File: src/shared/vfp_pkg.sv
package vfp_pkg;

	typedef enum logic [1:0] {
		FMT_MONO = 2'b00,
		FMT_Y422 = 2'b01,
		FMT_Y444 = 2'b10,
		FMT_RGB = 2'b11
	} vfp_fmt_t;

	typedef enum logic [2:0] {
		MS_IDLE = 3'b000,
		MS_WCMD = 3'b001,
		MS_WDATA = 3'b010,
		MS_WDRAIN = 3'b011,
		MS_RCMD = 3'b100,
		MS_RWAIT = 3'b101
	} vfp_mstate_t;

	localparam int DIM_W = 13;
	localparam int LEN_W = 26;

	typedef struct packed {
		vfp_fmt_t fmt;
		logic par;
		logic frc;
		logic field;
		logic [DIM_W-1:0] width;
		logic [DIM_W-1:0] height;
	} vfp_cfg_t;

	// Register byte offsets
	localparam logic [7:0] OFS_CTRL = 8'h00;
	localparam logic [7:0] OFS_WIDTH = 8'h04;
	localparam logic [7:0] OFS_HEIGHT = 8'h08;
	localparam logic [7:0] OFS_FIELD = 8'h0C;
	localparam logic [7:0] OFS_STATUS = 8'h10;
	localparam logic [7:0] OFS_ACTIVE = 8'h14;

	// Control and active register fields
	localparam int CTRL_COMMIT_BIT = 0;
	localparam int CTRL_FRC_BIT = 1;
	localparam int CTRL_PAR_BIT = 2;
	localparam int CTRL_FMT_LSB = 4;
	localparam int ACTIVE_HEIGHT_LSB = 16;

	// Reset values
	localparam logic [DIM_W-1:0] RST_WIDTH = 13'h02D0;
	localparam logic [DIM_W-1:0] RST_HEIGHT = 13'h01E0;
	localparam vfp_fmt_t RST_FMT = FMT_Y422;
	localparam logic RST_PAR = 1'b1;
	localparam logic RST_FRC = 1'b1;
	localparam logic RST_FIELD = 1'b0;

	localparam logic [DIM_W-1:0] DIM_MIN = 13'h0040;
	localparam logic [DIM_W-1:0] DIM_MAX = 13'h1000;

	// Timing counts, in clocks
	localparam int WDATA_DELAY = 2;
	localparam int GATE_STAGES = 2;
	localparam int GATE_DELAY_MAX = 16;

	function automatic logic [1:0] vfp_spp(input vfp_cfg_t c);
		if (c.par || c.fmt == FMT_MONO) begin
			return 2'h1;
		end else if (c.fmt == FMT_Y422) begin
			return 2'h2;
		end
		return 2'h3;
	endfunction

endpackage

File: src/design/vfp_core.sv
`timescale 1ns/1ns
// Summary of operation
// - Mono, 4:2:2, 4:4:4 or RGB selectable
// - Three planes serial interleaved, parallel packed
// - Serial 4:2:2 order Cb Y Cr Y
// - Parallel 4:2:2: luma high, chroma alternating low
// - Output gate acts within 16 clocks
// - No conversion: output after complete input frame
// - No conversion: new input abandons output frame
// - No conversion: stop after last input frame
// - Conversion: output paced by clock and gate
// - Conversion: drop oldest, show next oldest
// - Conversion: repeat newest frame when idle
// - Storage full: overwrite newest input frame
// - Write bursts from half full until empty
// - Read when below half, no writing
// - Bursts only, switch at burst boundary
// - Parameter bus on pixel clock
// - Parameter writes only while commit clear
// - Commit loads at frame start, self-clears
// - Width and height 64 to 4096
// - Burst length 2, 4 or 8
// - Output frame start with first pixel
// - Unwritten parameters keep prior value
// - Never write and read command together
module vfp_core import vfp_pkg::*; #(
	parameter int PIX_W = 8,
	parameter int MEM_W = 32,
	parameter int WFIFO_DEPTH = 64,
	parameter int RFIFO_DEPTH = 64,
	parameter int BURST = 8,
	parameter int NFRM = 4,
	parameter logic [31:0] MEM_BASE = 32'h0000_0000,
	parameter logic [31:0] FRAME_STRIDE = 32'h0100_0000
) (
	input wire logic pclk, // Clock for all logic
	input wire logic presetn, // Async reset, low
	input wire logic psel, // APB select
	input wire logic penable, // APB access phase
	input wire logic pwrite, // APB direction
	input wire logic [7:0] paddr, // APB byte address
	input wire logic [31:0] pwdata, // APB write data
	output logic [31:0] prdata, // APB read data
	output logic pready, // APB ready
	output logic pslverr, // APB error
	input wire logic [3*PIX_W-1:0] din, // Input samples
	input wire logic dvalid_in, // Input sample valid
	input wire logic frmsync_in, // First sample of frame
	output logic ready_out, // Core accepts input
	output logic [3*PIX_W-1:0] dout, // Output samples
	output logic dvalid_out, // Output sample valid
	output logic frmsync_out, // First sample of output frame
	input wire logic dout_enable, // Output gate from sink
	input wire logic cmd_ready, // Controller takes command
	output logic [31:0] mem_addr, // Burst byte address
	output logic read_cmd, // Read burst command
	input wire logic [MEM_W-1:0] read_data, // Read beat
	input wire logic read_data_valid, // Read beat valid
	output logic write_cmd, // Write burst command
	output logic [MEM_W-1:0] write_data, // Write beat
	input wire logic write_data_ready // Controller wants a beat
);
	localparam int DW = 3 * PIX_W;
	localparam int SW = (NFRM > 1) ? $clog2(NFRM) : 1;
	localparam int WCW = $clog2(WFIFO_DEPTH) + 1;
	localparam int RCW = $clog2(RFIFO_DEPTH) + 1;
	localparam logic [WCW-1:0] WHALF = WCW'(WFIFO_DEPTH / 2);
	localparam logic [WCW-1:0] WSTOP = WCW'(WFIFO_DEPTH - 3);
	localparam logic [RCW-1:0] RHALF = RCW'(RFIFO_DEPTH / 2);
	localparam logic [3:0] BLAST = 4'(BURST - 1);
	localparam logic [LEN_W-1:0] BLEN = LEN_W'(BURST);
	localparam logic [31:0] BPB = 32'(MEM_W / 8);
	localparam logic [SW:0] STMAX = (SW+1)'(NFRM - 1);

	if (BURST != 2 && BURST != 4 && BURST != 8) begin : g_bad_burst
		$error("Burst length must be 2, 4 or 8");
	end
	if (NFRM < 2 || (1 << SW) != NFRM) begin : g_bad_nfrm
		$error("Frame slot count must be a power of two, at least 2");
	end
	if (MEM_W < DW || MEM_W % 8 != 0) begin : g_bad_memw
		$error("Memory width must hold one sample word");
	end
	if (WFIFO_DEPTH / 2 < BURST || RFIFO_DEPTH / 2 < BURST) begin : g_bad_fifo
		$error("FIFO half must hold a full burst");
	end
	if (GATE_STAGES + 1 >= GATE_DELAY_MAX) begin : g_bad_gate
		$error("Output gate latency too long");
	end

	function automatic logic [DIM_W-1:0] clamp_dim(input logic [31:0] v);
		if (v < 32'(DIM_MIN)) begin
			return DIM_MIN;
		end else if (v > 32'(DIM_MAX)) begin
			return DIM_MAX;
		end
		return v[DIM_W-1:0];
	endfunction

	function automatic logic reg_mapped(input logic [7:0] a);
		return a == OFS_CTRL || a == OFS_WIDTH || a == OFS_HEIGHT ||
			a == OFS_FIELD || a == OFS_STATUS || a == OFS_ACTIVE;
	endfunction

	function automatic logic [SW-1:0] slot_next(input logic [SW-1:0] s);
		return s + SW'(1);
	endfunction

	vfp_cfg_t sh_q;
	vfp_cfg_t wk_q;
	logic commit_q;
	logic pready_q;
	logic pslverr_q;
	logic [31:0] prdata_q;
	logic [LEN_W-1:0] frm_len_q;
	logic in_act_q;
	logic tail_q;
	logic ready_q;
	logic [LEN_W-1:0] in_cnt_q;
	logic wr_run_q;
	vfp_mstate_t ms_q;
	logic [3:0] bcnt_q;
	logic [1:0] dcnt_q;
	logic [LEN_W-1:0] wr_beat_q;
	logic [LEN_W-1:0] rd_beat_q;
	logic [LEN_W-1:0] rx_beat_q;
	logic drop_q;
	logic [SW-1:0] wr_slot_q;
	logic [SW-1:0] out_slot_q;
	logic [SW:0] st_cnt_q;
	logic out_act_q;
	logic [LEN_W-1:0] out_cnt_q;
	logic [GATE_STAGES-1:0] gate_q;
	logic [DW-1:0] wpipe_q;
	logic [MEM_W-1:0] wdata_q;
	logic [31:0] mem_addr_q;
	logic wcmd_q;
	logic rcmd_q;
	logic [DW-1:0] dout_q;
	logic dvalid_q;
	logic fsync_q;

	logic wr_en;
	logic rd_ph;
	logic acc;
	logic frm_start;
	logic last_in;
	logic frm_done;
	logic abandon;
	logic out_end;
	logic frc_start;
	logic pop_o;
	logic wpop;
	logic wr_go;
	logic rd_go;
	logic rpush;
	logic [31:0] waddr;
	logic [31:0] raddr;
	logic [DW-1:0] w_rdata;
	logic [DW-1:0] r_rdata;
	logic [WCW-1:0] w_cnt;
	logic [RCW-1:0] r_cnt;
	logic w_empty;
	logic r_empty;

	// Registers are reached on the same clock as the pixel input
	assign wr_en = psel & penable & pready_q & pwrite;
	assign rd_ph = psel & penable & ~pready_q;
	assign acc = dvalid_in & ready_q;
	assign frm_start = acc & frmsync_in;
	assign last_in = acc & (in_act_q | frmsync_in) &
		(frmsync_in ? frm_len_q == LEN_W'(1) : in_cnt_q == frm_len_q - 1'b1);
	assign frm_done = tail_q & w_empty & ms_q == MS_IDLE & ~wr_run_q;
	assign abandon = frm_done & ~wk_q.frc;
	assign frc_start = wk_q.frc & ~out_act_q & st_cnt_q != '0;
	assign pop_o = gate_q[GATE_STAGES-1] & out_act_q & ~r_empty;
	assign out_end = pop_o & out_cnt_q == frm_len_q - 1'b1;
	assign wpop = ms_q == MS_WDATA & write_data_ready;
	assign wr_go = wr_run_q | (tail_q & ~w_empty);
	assign rd_go = out_act_q & ~wr_go & r_cnt < RHALF &
		rd_beat_q < frm_len_q & ~abandon & ~out_end;
	assign rpush = ms_q == MS_RWAIT & read_data_valid & ~drop_q &
		rx_beat_q < frm_len_q;
	assign waddr = MEM_BASE + 32'(wr_slot_q) * FRAME_STRIDE +
		32'(wr_beat_q) * BPB;
	assign raddr = MEM_BASE + 32'(out_slot_q) * FRAME_STRIDE +
		32'(rd_beat_q) * BPB;

	vfp_fifo #(.W(DW), .DEPTH(WFIFO_DEPTH)) u_wfifo (
		.clk(pclk),
		.rst_n(presetn),
		.flush(1'b0),
		.push(acc & (in_act_q | frmsync_in)),
		.wdata(din),
		.pop(wpop),
		.rdata(w_rdata),
		.count(w_cnt),
		.full(),
		.empty(w_empty)
	);

	vfp_fifo #(.W(DW), .DEPTH(RFIFO_DEPTH)) u_rfifo (
		.clk(pclk),
		.rst_n(presetn),
		.flush(abandon | out_end),
		.push(rpush),
		.wdata(read_data[DW-1:0]),
		.pop(pop_o),
		.rdata(r_rdata),
		.count(r_cnt),
		.full(),
		.empty(r_empty)
	);

	always_ff @(posedge pclk or negedge presetn) begin
		if (!presetn) begin
			pready_q <= 1'b0;
			pslverr_q <= 1'b0;
			prdata_q <= 32'h0000_0000;
		end else begin
			pready_q <= rd_ph;
			pslverr_q <= rd_ph & ~reg_mapped(paddr);
			if (rd_ph) begin
				prdata_q <= 32'h0000_0000;
				case (paddr)
				OFS_CTRL: begin
					prdata_q[CTRL_COMMIT_BIT] <= commit_q;
					prdata_q[CTRL_FRC_BIT] <= sh_q.frc;
					prdata_q[CTRL_PAR_BIT] <= sh_q.par;
					prdata_q[CTRL_FMT_LSB +: 2] <= sh_q.fmt;
				end
				OFS_WIDTH: prdata_q[DIM_W-1:0] <= sh_q.width;
				OFS_HEIGHT: prdata_q[DIM_W-1:0] <= sh_q.height;
				OFS_FIELD: prdata_q[0] <= sh_q.field;
				OFS_STATUS: prdata_q[15:0] <= 16'({st_cnt_q, wr_slot_q,
					out_slot_q, out_act_q, in_act_q, tail_q, ms_q});
				OFS_ACTIVE: begin
					prdata_q[DIM_W-1:0] <= wk_q.width;
					prdata_q[ACTIVE_HEIGHT_LSB +: DIM_W] <= wk_q.height;
				end
				default: prdata_q <= 32'h0000_0000;
				endcase
			end
		end
	end

	// Shadow set keeps every unwritten field across a commit
	always_ff @(posedge pclk or negedge presetn) begin
		if (!presetn) begin
			sh_q <= '{RST_FMT, RST_PAR, RST_FRC, RST_FIELD, RST_WIDTH,
				RST_HEIGHT};
			wk_q <= '{RST_FMT, RST_PAR, RST_FRC, RST_FIELD, RST_WIDTH,
				RST_HEIGHT};
			commit_q <= 1'b0;
		end else begin
			if (frm_start && commit_q) begin
				wk_q <= sh_q;
				commit_q <= 1'b0;
			end
			if (wr_en && !commit_q) begin
				case (paddr)
				OFS_CTRL: begin
					commit_q <= pwdata[CTRL_COMMIT_BIT];
					sh_q.frc <= pwdata[CTRL_FRC_BIT];
					sh_q.par <= pwdata[CTRL_PAR_BIT];
					sh_q.fmt <= vfp_fmt_t'(pwdata[CTRL_FMT_LSB +: 2]);
				end
				OFS_WIDTH: sh_q.width <= clamp_dim(pwdata);
				OFS_HEIGHT: sh_q.height <= clamp_dim(pwdata);
				OFS_FIELD: sh_q.field <= pwdata[0];
				default: sh_q <= sh_q;
				endcase
			end
		end
	end

	// Serial three-plane uses three words per pixel, serial 4:2:2 two
	always_ff @(posedge pclk or negedge presetn) begin
		if (!presetn) begin
			frm_len_q <= LEN_W'(RST_WIDTH) * LEN_W'(RST_HEIGHT);
		end else begin
			frm_len_q <= LEN_W'(wk_q.width) * LEN_W'(wk_q.height) *
				LEN_W'(vfp_spp(wk_q));
		end
	end

	// Input held off while a finished frame drains to memory
	always_ff @(posedge pclk or negedge presetn) begin
		if (!presetn) begin
			in_act_q <= 1'b0;
			in_cnt_q <= '0;
			tail_q <= 1'b0;
			ready_q <= 1'b0;
		end else begin
			if (last_in) begin
				in_act_q <= 1'b0;
				in_cnt_q <= '0;
			end else if (frm_start) begin
				in_act_q <= 1'b1;
				in_cnt_q <= LEN_W'(1);
			end else if (acc && in_act_q) begin
				in_cnt_q <= in_cnt_q + 1'b1;
			end
			if (last_in) begin
				tail_q <= 1'b1;
			end else if (frm_done) begin
				tail_q <= 1'b0;
			end
			ready_q <= ~last_in & ~(tail_q & ~frm_done) & w_cnt < WSTOP;
		end
	end

	always_ff @(posedge pclk or negedge presetn) begin
		if (!presetn) begin
			wr_run_q <= 1'b0;
		end else if (w_cnt >= WHALF) begin
			wr_run_q <= 1'b1;
		end else if (ms_q == MS_WDRAIN && dcnt_q == 2'(WDATA_DELAY - 1) &&
			w_empty) begin
			wr_run_q <= 1'b0;
		end
	end

	// One state machine owns both commands, so they never overlap
	always_ff @(posedge pclk or negedge presetn) begin
		if (!presetn) begin
			ms_q <= MS_IDLE;
			wcmd_q <= 1'b0;
			rcmd_q <= 1'b0;
			mem_addr_q <= 32'h0000_0000;
			bcnt_q <= 4'h0;
			dcnt_q <= 2'h0;
		end else begin
			case (ms_q)
			MS_IDLE: begin
				if (wr_go) begin
					ms_q <= MS_WCMD;
					wcmd_q <= 1'b1;
					mem_addr_q <= waddr;
				end else if (rd_go) begin
					ms_q <= MS_RCMD;
					rcmd_q <= 1'b1;
					mem_addr_q <= raddr;
				end
			end
			MS_WCMD: begin
				if (cmd_ready) begin
					wcmd_q <= 1'b0;
					bcnt_q <= 4'h0;
					ms_q <= MS_WDATA;
				end
			end
			MS_WDATA: begin
				if (write_data_ready) begin
					bcnt_q <= bcnt_q + 4'h1;
					if (bcnt_q == BLAST) begin
						dcnt_q <= 2'h0;
						ms_q <= MS_WDRAIN;
					end
				end
			end
			MS_WDRAIN: begin
				dcnt_q <= dcnt_q + 2'h1;
				if (dcnt_q == 2'(WDATA_DELAY - 1)) begin
					ms_q <= MS_IDLE;
				end
			end
			MS_RCMD: begin
				if (cmd_ready) begin
					rcmd_q <= 1'b0;
					bcnt_q <= 4'h0;
					ms_q <= MS_RWAIT;
				end
			end
			MS_RWAIT: begin
				if (read_data_valid) begin
					bcnt_q <= bcnt_q + 4'h1;
					if (bcnt_q == BLAST) begin
						ms_q <= MS_IDLE;
					end
				end
			end
			default: ms_q <= MS_IDLE;
			endcase
		end
	end

	// Beat lands two clocks after its ready; an empty FIFO pads zero
	always_ff @(posedge pclk or negedge presetn) begin
		if (!presetn) begin
			wpipe_q <= '0;
			wdata_q <= '0;
		end else begin
			wpipe_q <= (wpop && !w_empty) ? w_rdata : '0;
			wdata_q <= MEM_W'(wpipe_q);
		end
	end

	always_ff @(posedge pclk or negedge presetn) begin
		if (!presetn) begin
			wr_beat_q <= '0;
		end else if (frm_done) begin
			wr_beat_q <= '0;
		end else if (ms_q == MS_WCMD && cmd_ready) begin
			wr_beat_q <= wr_beat_q + BLEN;
		end
	end

	// Beats of a burst issued before an abandon are thrown away
	always_ff @(posedge pclk or negedge presetn) begin
		if (!presetn) begin
			rd_beat_q <= '0;
			rx_beat_q <= '0;
			drop_q <= 1'b0;
		end else begin
			if (abandon || out_end) begin
				rd_beat_q <= '0;
				rx_beat_q <= '0;
				drop_q <= ms_q == MS_RCMD || ms_q == MS_RWAIT;
			end else begin
				if (ms_q == MS_RCMD && cmd_ready && !drop_q) begin
					rd_beat_q <= rd_beat_q + BLEN;
				end
				if (rpush) begin
					rx_beat_q <= rx_beat_q + 1'b1;
				end
				if (ms_q == MS_RWAIT && read_data_valid && bcnt_q == BLAST) begin
					drop_q <= 1'b0;
				end
			end
		end
	end

	// Frame slots: a full store keeps rewriting the newest slot
	always_ff @(posedge pclk or negedge presetn) begin
		if (!presetn) begin
			wr_slot_q <= '0;
			st_cnt_q <= '0;
		end else begin
			if (frm_done && (!wk_q.frc || st_cnt_q < STMAX)) begin
				wr_slot_q <= slot_next(wr_slot_q);
			end
			st_cnt_q <= st_cnt_q +
				(SW+1)'(frm_done & wk_q.frc & (st_cnt_q < STMAX)) -
				(SW+1)'(out_end & wk_q.frc & (st_cnt_q > (SW+1)'(1)));
		end
	end

	always_ff @(posedge pclk or negedge presetn) begin
		if (!presetn) begin
			out_act_q <= 1'b0;
			out_slot_q <= '0;
			out_cnt_q <= '0;
		end else if (abandon) begin
			out_act_q <= 1'b1;
			out_slot_q <= wr_slot_q;
			out_cnt_q <= '0;
		end else if (out_end) begin
			out_act_q <= 1'b0;
			out_cnt_q <= '0;
			if (wk_q.frc && st_cnt_q > (SW+1)'(1)) begin
				out_slot_q <= slot_next(out_slot_q);
			end
		end else if (frc_start) begin
			out_act_q <= 1'b1;
		end else if (pop_o) begin
			out_cnt_q <= out_cnt_q + 1'b1;
		end
	end

	// Gate sampled through a short pipe to keep the pop path registered
	always_ff @(posedge pclk or negedge presetn) begin
		if (!presetn) begin
			gate_q <= '0;
			dout_q <= '0;
			dvalid_q <= 1'b0;
			fsync_q <= 1'b0;
		end else begin
			gate_q <= {gate_q[GATE_STAGES-2:0], dout_enable};
			dvalid_q <= pop_o;
			fsync_q <= pop_o & out_cnt_q == '0;
			if (pop_o) begin
				dout_q <= r_rdata;
			end
		end
	end

	assign prdata = prdata_q;
	assign pready = pready_q;
	assign pslverr = pslverr_q;
	assign ready_out = ready_q;
	assign dout = dout_q;
	assign dvalid_out = dvalid_q;
	assign frmsync_out = fsync_q;
	assign mem_addr = mem_addr_q;
	assign read_cmd = rcmd_q;
	assign write_cmd = wcmd_q;
	assign write_data = wdata_q;
endmodule

File: src/design/vfp_fifo.sv
`timescale 1ns/1ns
module vfp_fifo #(
	parameter int W = 8,
	parameter int DEPTH = 64
) (
	input wire logic clk, // Clock
	input wire logic rst_n, // Async reset, low
	input wire logic flush, // Drop all contents
	input wire logic push, // Write strobe
	input wire logic [W-1:0] wdata, // Write data
	input wire logic pop, // Read strobe
	output logic [W-1:0] rdata, // Head word
	output logic [$clog2(DEPTH):0] count, // Words held
	output logic full, // No room
	output logic empty // Nothing held
);
	localparam int AW = $clog2(DEPTH);

	if (DEPTH < 4 || (1 << AW) != DEPTH) begin : g_bad_depth
		$error("FIFO depth must be a power of two, at least 4");
	end

	logic [W-1:0] mem [DEPTH];
	logic [AW-1:0] wp_q;
	logic [AW-1:0] rp_q;
	logic [AW:0] cnt_q;
	logic push_ok;
	logic pop_ok;

	assign full = cnt_q[AW];
	assign empty = cnt_q == '0;
	assign count = cnt_q;
	assign rdata = mem[rp_q];
	assign push_ok = push & ~full;
	assign pop_ok = pop & ~empty;

	always_ff @(posedge clk) begin
		if (push_ok) begin
			mem[wp_q] <= wdata;
		end
	end

	always_ff @(posedge clk or negedge rst_n) begin
		if (!rst_n) begin
			wp_q <= '0;
			rp_q <= '0;
			cnt_q <= '0;
		end else if (flush) begin
			wp_q <= '0;
			rp_q <= '0;
			cnt_q <= '0;
		end else begin
			wp_q <= wp_q + AW'(push_ok);
			rp_q <= rp_q + AW'(pop_ok);
			cnt_q <= cnt_q + (AW+1)'(push_ok) - (AW+1)'(pop_ok);
		end
	end
endmodule

File: config.mk
export PLATFORM = sky130hd
export DESIGN_NAME = vfp_core
export DESIGN_NICKNAME = d
export VERILOG_FILES = /design/src/shared/vfp_pkg.sv /design/src/design/vfp_core.sv /design/src/design/vfp_fifo.sv
export SDC_FILE = /design/constraint.sdc
export NUM_CORES = 2
export LEC_CHECK = 0
export BUFFER_PORTS_ARGS = -buffer_cell sky130_fd_sc_hd__buf_4
export CORE_MARGIN = 2
export CORE_UTILIZATION = 35
export CTS_BUF_LIST = sky130_fd_sc_hd__clkbuf_4
export CTS_CLUSTER_DIAMETER = 30
export DETAILED_ROUTE_END_ITERATION = 16
export PLACE_DENSITY = 0.53
export REMOVE_ABC_BUFFERS = 1
export SLEW_MARGIN = 30
export SYNTH_ARGS = -nofsm -noshare
export SYNTH_HDL_FRONTEND = slang
export SYNTH_HIERARCHICAL = 1
export SYNTH_SLANG_ARGS = --single-unit
export TNS_END_PERCENT = 30
File: constraint.sdc
create_clock -name pclk -period 8.8 [get_ports pclk]
set_input_delay 1.76 -clock pclk [delete_from_list [all_inputs] [get_ports pclk]]
set_output_delay 1.76 -clock pclk [all_outputs]
set_load 0.05 [all_outputs]
==> qor.log <==
INFO  sta            clock.fmax=134.5MHz
INFO  setup_path     crit-reg2reg-capture=frm_len_q[25]
INFO  routing        avgRoutedWirePerCell=25.38um
INFO  synth          leading_cell_type_by_number_of_instances_after_synthesis=edfxtp_1
INFO  cts            clock_sinks=3474
INFO  hold_path      min-delay-path-class=reg2reg
INFO  placement      pre_cts_slack=1401ps
INFO  floorplanning  floorplan.die_area=0.4204mm2
INFO  synth          yosys_most_used_dff=edfxtp_1
INFO  cts            cts_made_buffers=928
INFO  setup_path     worst_path_max_delay_cell=dfrtp_1
INFO  finish         area.growth.synth_to_final=14.64%
INFO  finish         final_util=40.30%
INFO  synth          netlist_top_cells_count=edfxtp_1, mux4_2, nor2_1
INFO  global_routing track_usage=18.40%
INFO  sta            setup-tns-final=0ps
INFO  placement      place.port_buffers=203
INFO  cts            clk-insertion-delay-late=1700ps
INFO  sta            skew=231.9ps
INFO  sta            worst-slew-pin-transition=1133ps
INFO  global_routing grt_first_pass_wirelength=568500um
INFO  finish         sequential_cell_area=0.1024mm2
INFO  sta            postLayoutSetupSlackWorst=1363ps
INFO  routing        detail_route.iter0.violations=6948
INFO  cts            tritoncts=yes
INFO  hold_path      min_delay_path_depth=0
INFO  sta            hold_viol=0
INFO  synth          mappedNetlistArea=0.1453mm2
INFO  sta            layout_worst_path_cycle_share=84.51%
INFO  cts            clk_pin_slew_worst_paths=60ps
INFO  power_and_ir_drop power.ir.vdd_worst=151.8uV
INFO  finish         filler_cell_count=37740
INFO  setup_path     worst_path_required_time=10330ps
INFO  cts            cts_setup_buffers=0
INFO  setup_path     worst-r2r-setup-slack=1360ps
INFO  global_routing initial_antenna_violation_count=18
INFO  synth          yosysWarningCount=6
INFO  synth          post_synth_num_cell_types=88
INFO  floorplanning  io_pins=234
INFO  synth          synth.top_cell.area_share=63.48%
INFO  finish         layout-drive-gt1-share=28.23%
INFO  setup_path     crit_top_cell=fa_1
INFO  setup_path     r2r_cells=22
INFO  synth          post_synth_inst_count=8352
INFO  sta            setup_violations_final=0
INFO  routing        routed_wirelength=393100um
INFO  hold_path      holdCritStartpoint=wpipe_q[10]
INFO  routing        drt-vias-per-instance=5.280
INFO  routing        postRouteAntennaNets=0
INFO  sta            max_slew_margin=24.02%
INFO  setup_path     critical_path.reg2reg.startpoint=wk_q[9]
INFO  placement      hpwlAfterDp=228000um
INFO  setup_path     cp-end-kind=flop
INFO  sta            post-route-min-period=7437ps
INFO  cts            ctsResizeCount=0
INFO  setup_path     timing.critical_path.fanout_max=15
INFO  cts            cts-htree-levels=6
INFO  cts            clockBufferDepth=4
INFO  cts            ctsHoldBuffers=2
INFO  floorplanning  floorplan.initialDensity=35.15%
INFO  sta            maxSlewViolCount=0
INFO  synth          synthTopCellsByArea=edfxtp_1, mux4_2, dfrtp_1, mux2i_1, fa_1
INFO  power_and_ir_drop pwr_density_cell=210.5mW/mm2
INFO  setup_path     critical_path.max_stage_delay=870ps
INFO  floorplanning  dieHeight=648.3um
INFO  routing        drt_first_pass_iters=7
INFO  run            maxCapViolations=0
INFO  floorplanning  floorplan.core_area=0.4134mm2
INFO  cts            clk_root_buffer_cell=clkbuf_4
INFO  placement      finalWeightedCongestion=0.8222
INFO  finish         multi_input_gate_area_in_the_final_layout=0.04053mm2
INFO  routing        route.vias.total=81790
INFO  synth          synthesized_area_divided_by_synthesized_cell_count=17.40um2
INFO  setup_path     worstSetupStartpointType=flop
INFO  floorplanning  dieWidth=648.3um
INFO  finish         num-nets-final=9674
INFO  setup_path     critPathLaunch=wk_q[9]
INFO  routing        remaining_drc_errors=0
INFO  global_routing grt_start_max_net_pins=140
INFO  setup_path     worst-endpoint-arrival=8970ps
INFO  synth          synth_top_cell_by_area=edfxtp_1
INFO  sta            rsz0062_at_grt=false
INFO  floorplanning  core.rowCount=236
INFO  synth          yosys_register_bits=3474
INFO  outcome        status=finished, final reports clean
INFO  synth          synth_seq_area_share=70.43%
INFO  global_routing vias_in_the_first_global_route=84220
INFO  power_and_ir_drop cellLeakagePower=56.39nW
INFO  synth          postSynth.asyncResetShare=11.57%
INFO  hold_path      hold-path-endpoint=write_data[10]
INFO  global_routing globalRouteOverflowTotal=0
INFO  synth          synth_edf_count=3072
INFO  setup_path     timing.critical_path.cells=nand2_1 > fa_1 > fa_1 > fa_1 > fa_1 > fa_1 > inv_1 > ha_1 > a2111oi_0 > o21ai_0 > a41o_1 > a31o_2 > a21oi_1 > o21ai_0 > xnor2_1 > nor2_1 > ha_1 > a21o_1 > a21oi_1 > o21ai_0 > a211oi_1 > xnor3_1
INFO  setup_path     path_class=reg2reg
==> metrics by stage <==
step	hold slack [ps]	instance area, um2	total power [mW]	instances
floorplan	331.2	143100	20.56	7908
CTS	173.0	166300	35.57	15450
global placement	339.4	153600	21.12	13760
finish	347.2	166600	35.06	15490
global route	262.4	166500	36.61	15470
detailed placement	336.5	154200	21.18	13790
==> worst max path at each step <==
| stage | slack (ps) | end |
|---|---|---|
| CTS | 1360 | frm_len_q[25] |
| finish | 1360 | frm_len_q[25] |
| global route | 1010 | frm_len_q[24] |
| floorplan | -9220 | dout[22] |
| detailed placement | 1400 | frm_len_q[24] |
| global placement | 1370 | frm_len_q[24] |
==> critical path, delay by kind of cell, from the launching register on <==
kind	cells	cell delay [ps]
buf+inv	1	40
flops	1	870
compound gates	10	2330
fa+ha+maj	7	3320
xor+xnor	2	480
simple gates	2	240
==> layout by cell type (no fill, tap or decap), drive strengths merged, types with 18 or more instances in the layout <==
cell type,n
fa,127
nand2,433
nand2b,37
a211oi,71
a21oi,242
edfxtp,3072
a211o,18
a22o,46
a22oi,190
clkbuf,1334
nand4,46
xnor2,131
nand3,92
nor2,453
nor4,41
or3,27
ha,189
nor3,69
a221oi,26
dfstp,27
mux4,623
inv,272
a21o,28
o22ai,77
diode,30
dfrtp,375
and2,81
mux2i,388
nor2b,61
clkinv,279
conb,23
xor2,99
and3,68
o21ai,218
mux2,90
buf,410
a31oi,24
==> layer usage <==
metal	global-route usage (%)	vias up	share of wire, %
li1	-	35180	-
met1	25.48	43230	43
met2	29.39	2776	48
met3	3.427	600	6.4
met4	5.761	4	2.6
met5	0	-	0.0059
==> report_power, final <==
part / total (mW) / internal [mW] / switching, mW
Clock: 14.3 / 7.49 / 6.77
Sequential: 18.3 / 18.1 / 0.153
Combinational: 2.55 / 0.946 / 1.60
Total: 35.1 / 26.5 / 8.52
==> area by class of cell <==
cell class	count	share of cell area (%)
tap	5474	4.111
clock inverter	331	1.236
timing repair buffer	413	2.269
inverter	246	0.5543
multi-input combinational	4188	24.33
clock buffer	1333	6.007
sequential	3474	61.45
antenna	30	0.04506
==> flip-flops by register name, indices dropped and copies added (netlist names), 7 cells and up <==
| register | flops |
|---|---|
| mem_addr | 24 |
| rx_beat_q | 26 |
| wpipe_q | 24 |
| wr_beat_q | 23 |
| u_wfifo/count | 7 |
| in_cnt_q | 26 |
| frm_len_q | 26 |
| out_cnt_q | 26 |
| sh_q | 31 |
| prdata | 26 |
| wk_q | 30 |
| u_rfifo/mem | 1536 |
| u_wfifo/mem | 1536 |
| write_data | 24 |
| rd_beat_q | 23 |
| u_rfifo/count | 7 |
| dout | 24 |
==> cells by family after synthesis <==
kind of cell | after synthesis | share of synthesized area [%]
DFF | 3474 | 70.43
AOI/OAI and AO/OA | 1024 | 4.534
xor gates and xnor gates | 237 | 1.495
muxes | 1101 | 13.07
buffers and inverters | 712 | 2.240
other | 1 | 0.002581
adders and majority gates | 316 | 3.377
and+or+nand+nor | 1487 | 4.856
Power figures use the tool's default switching activity.
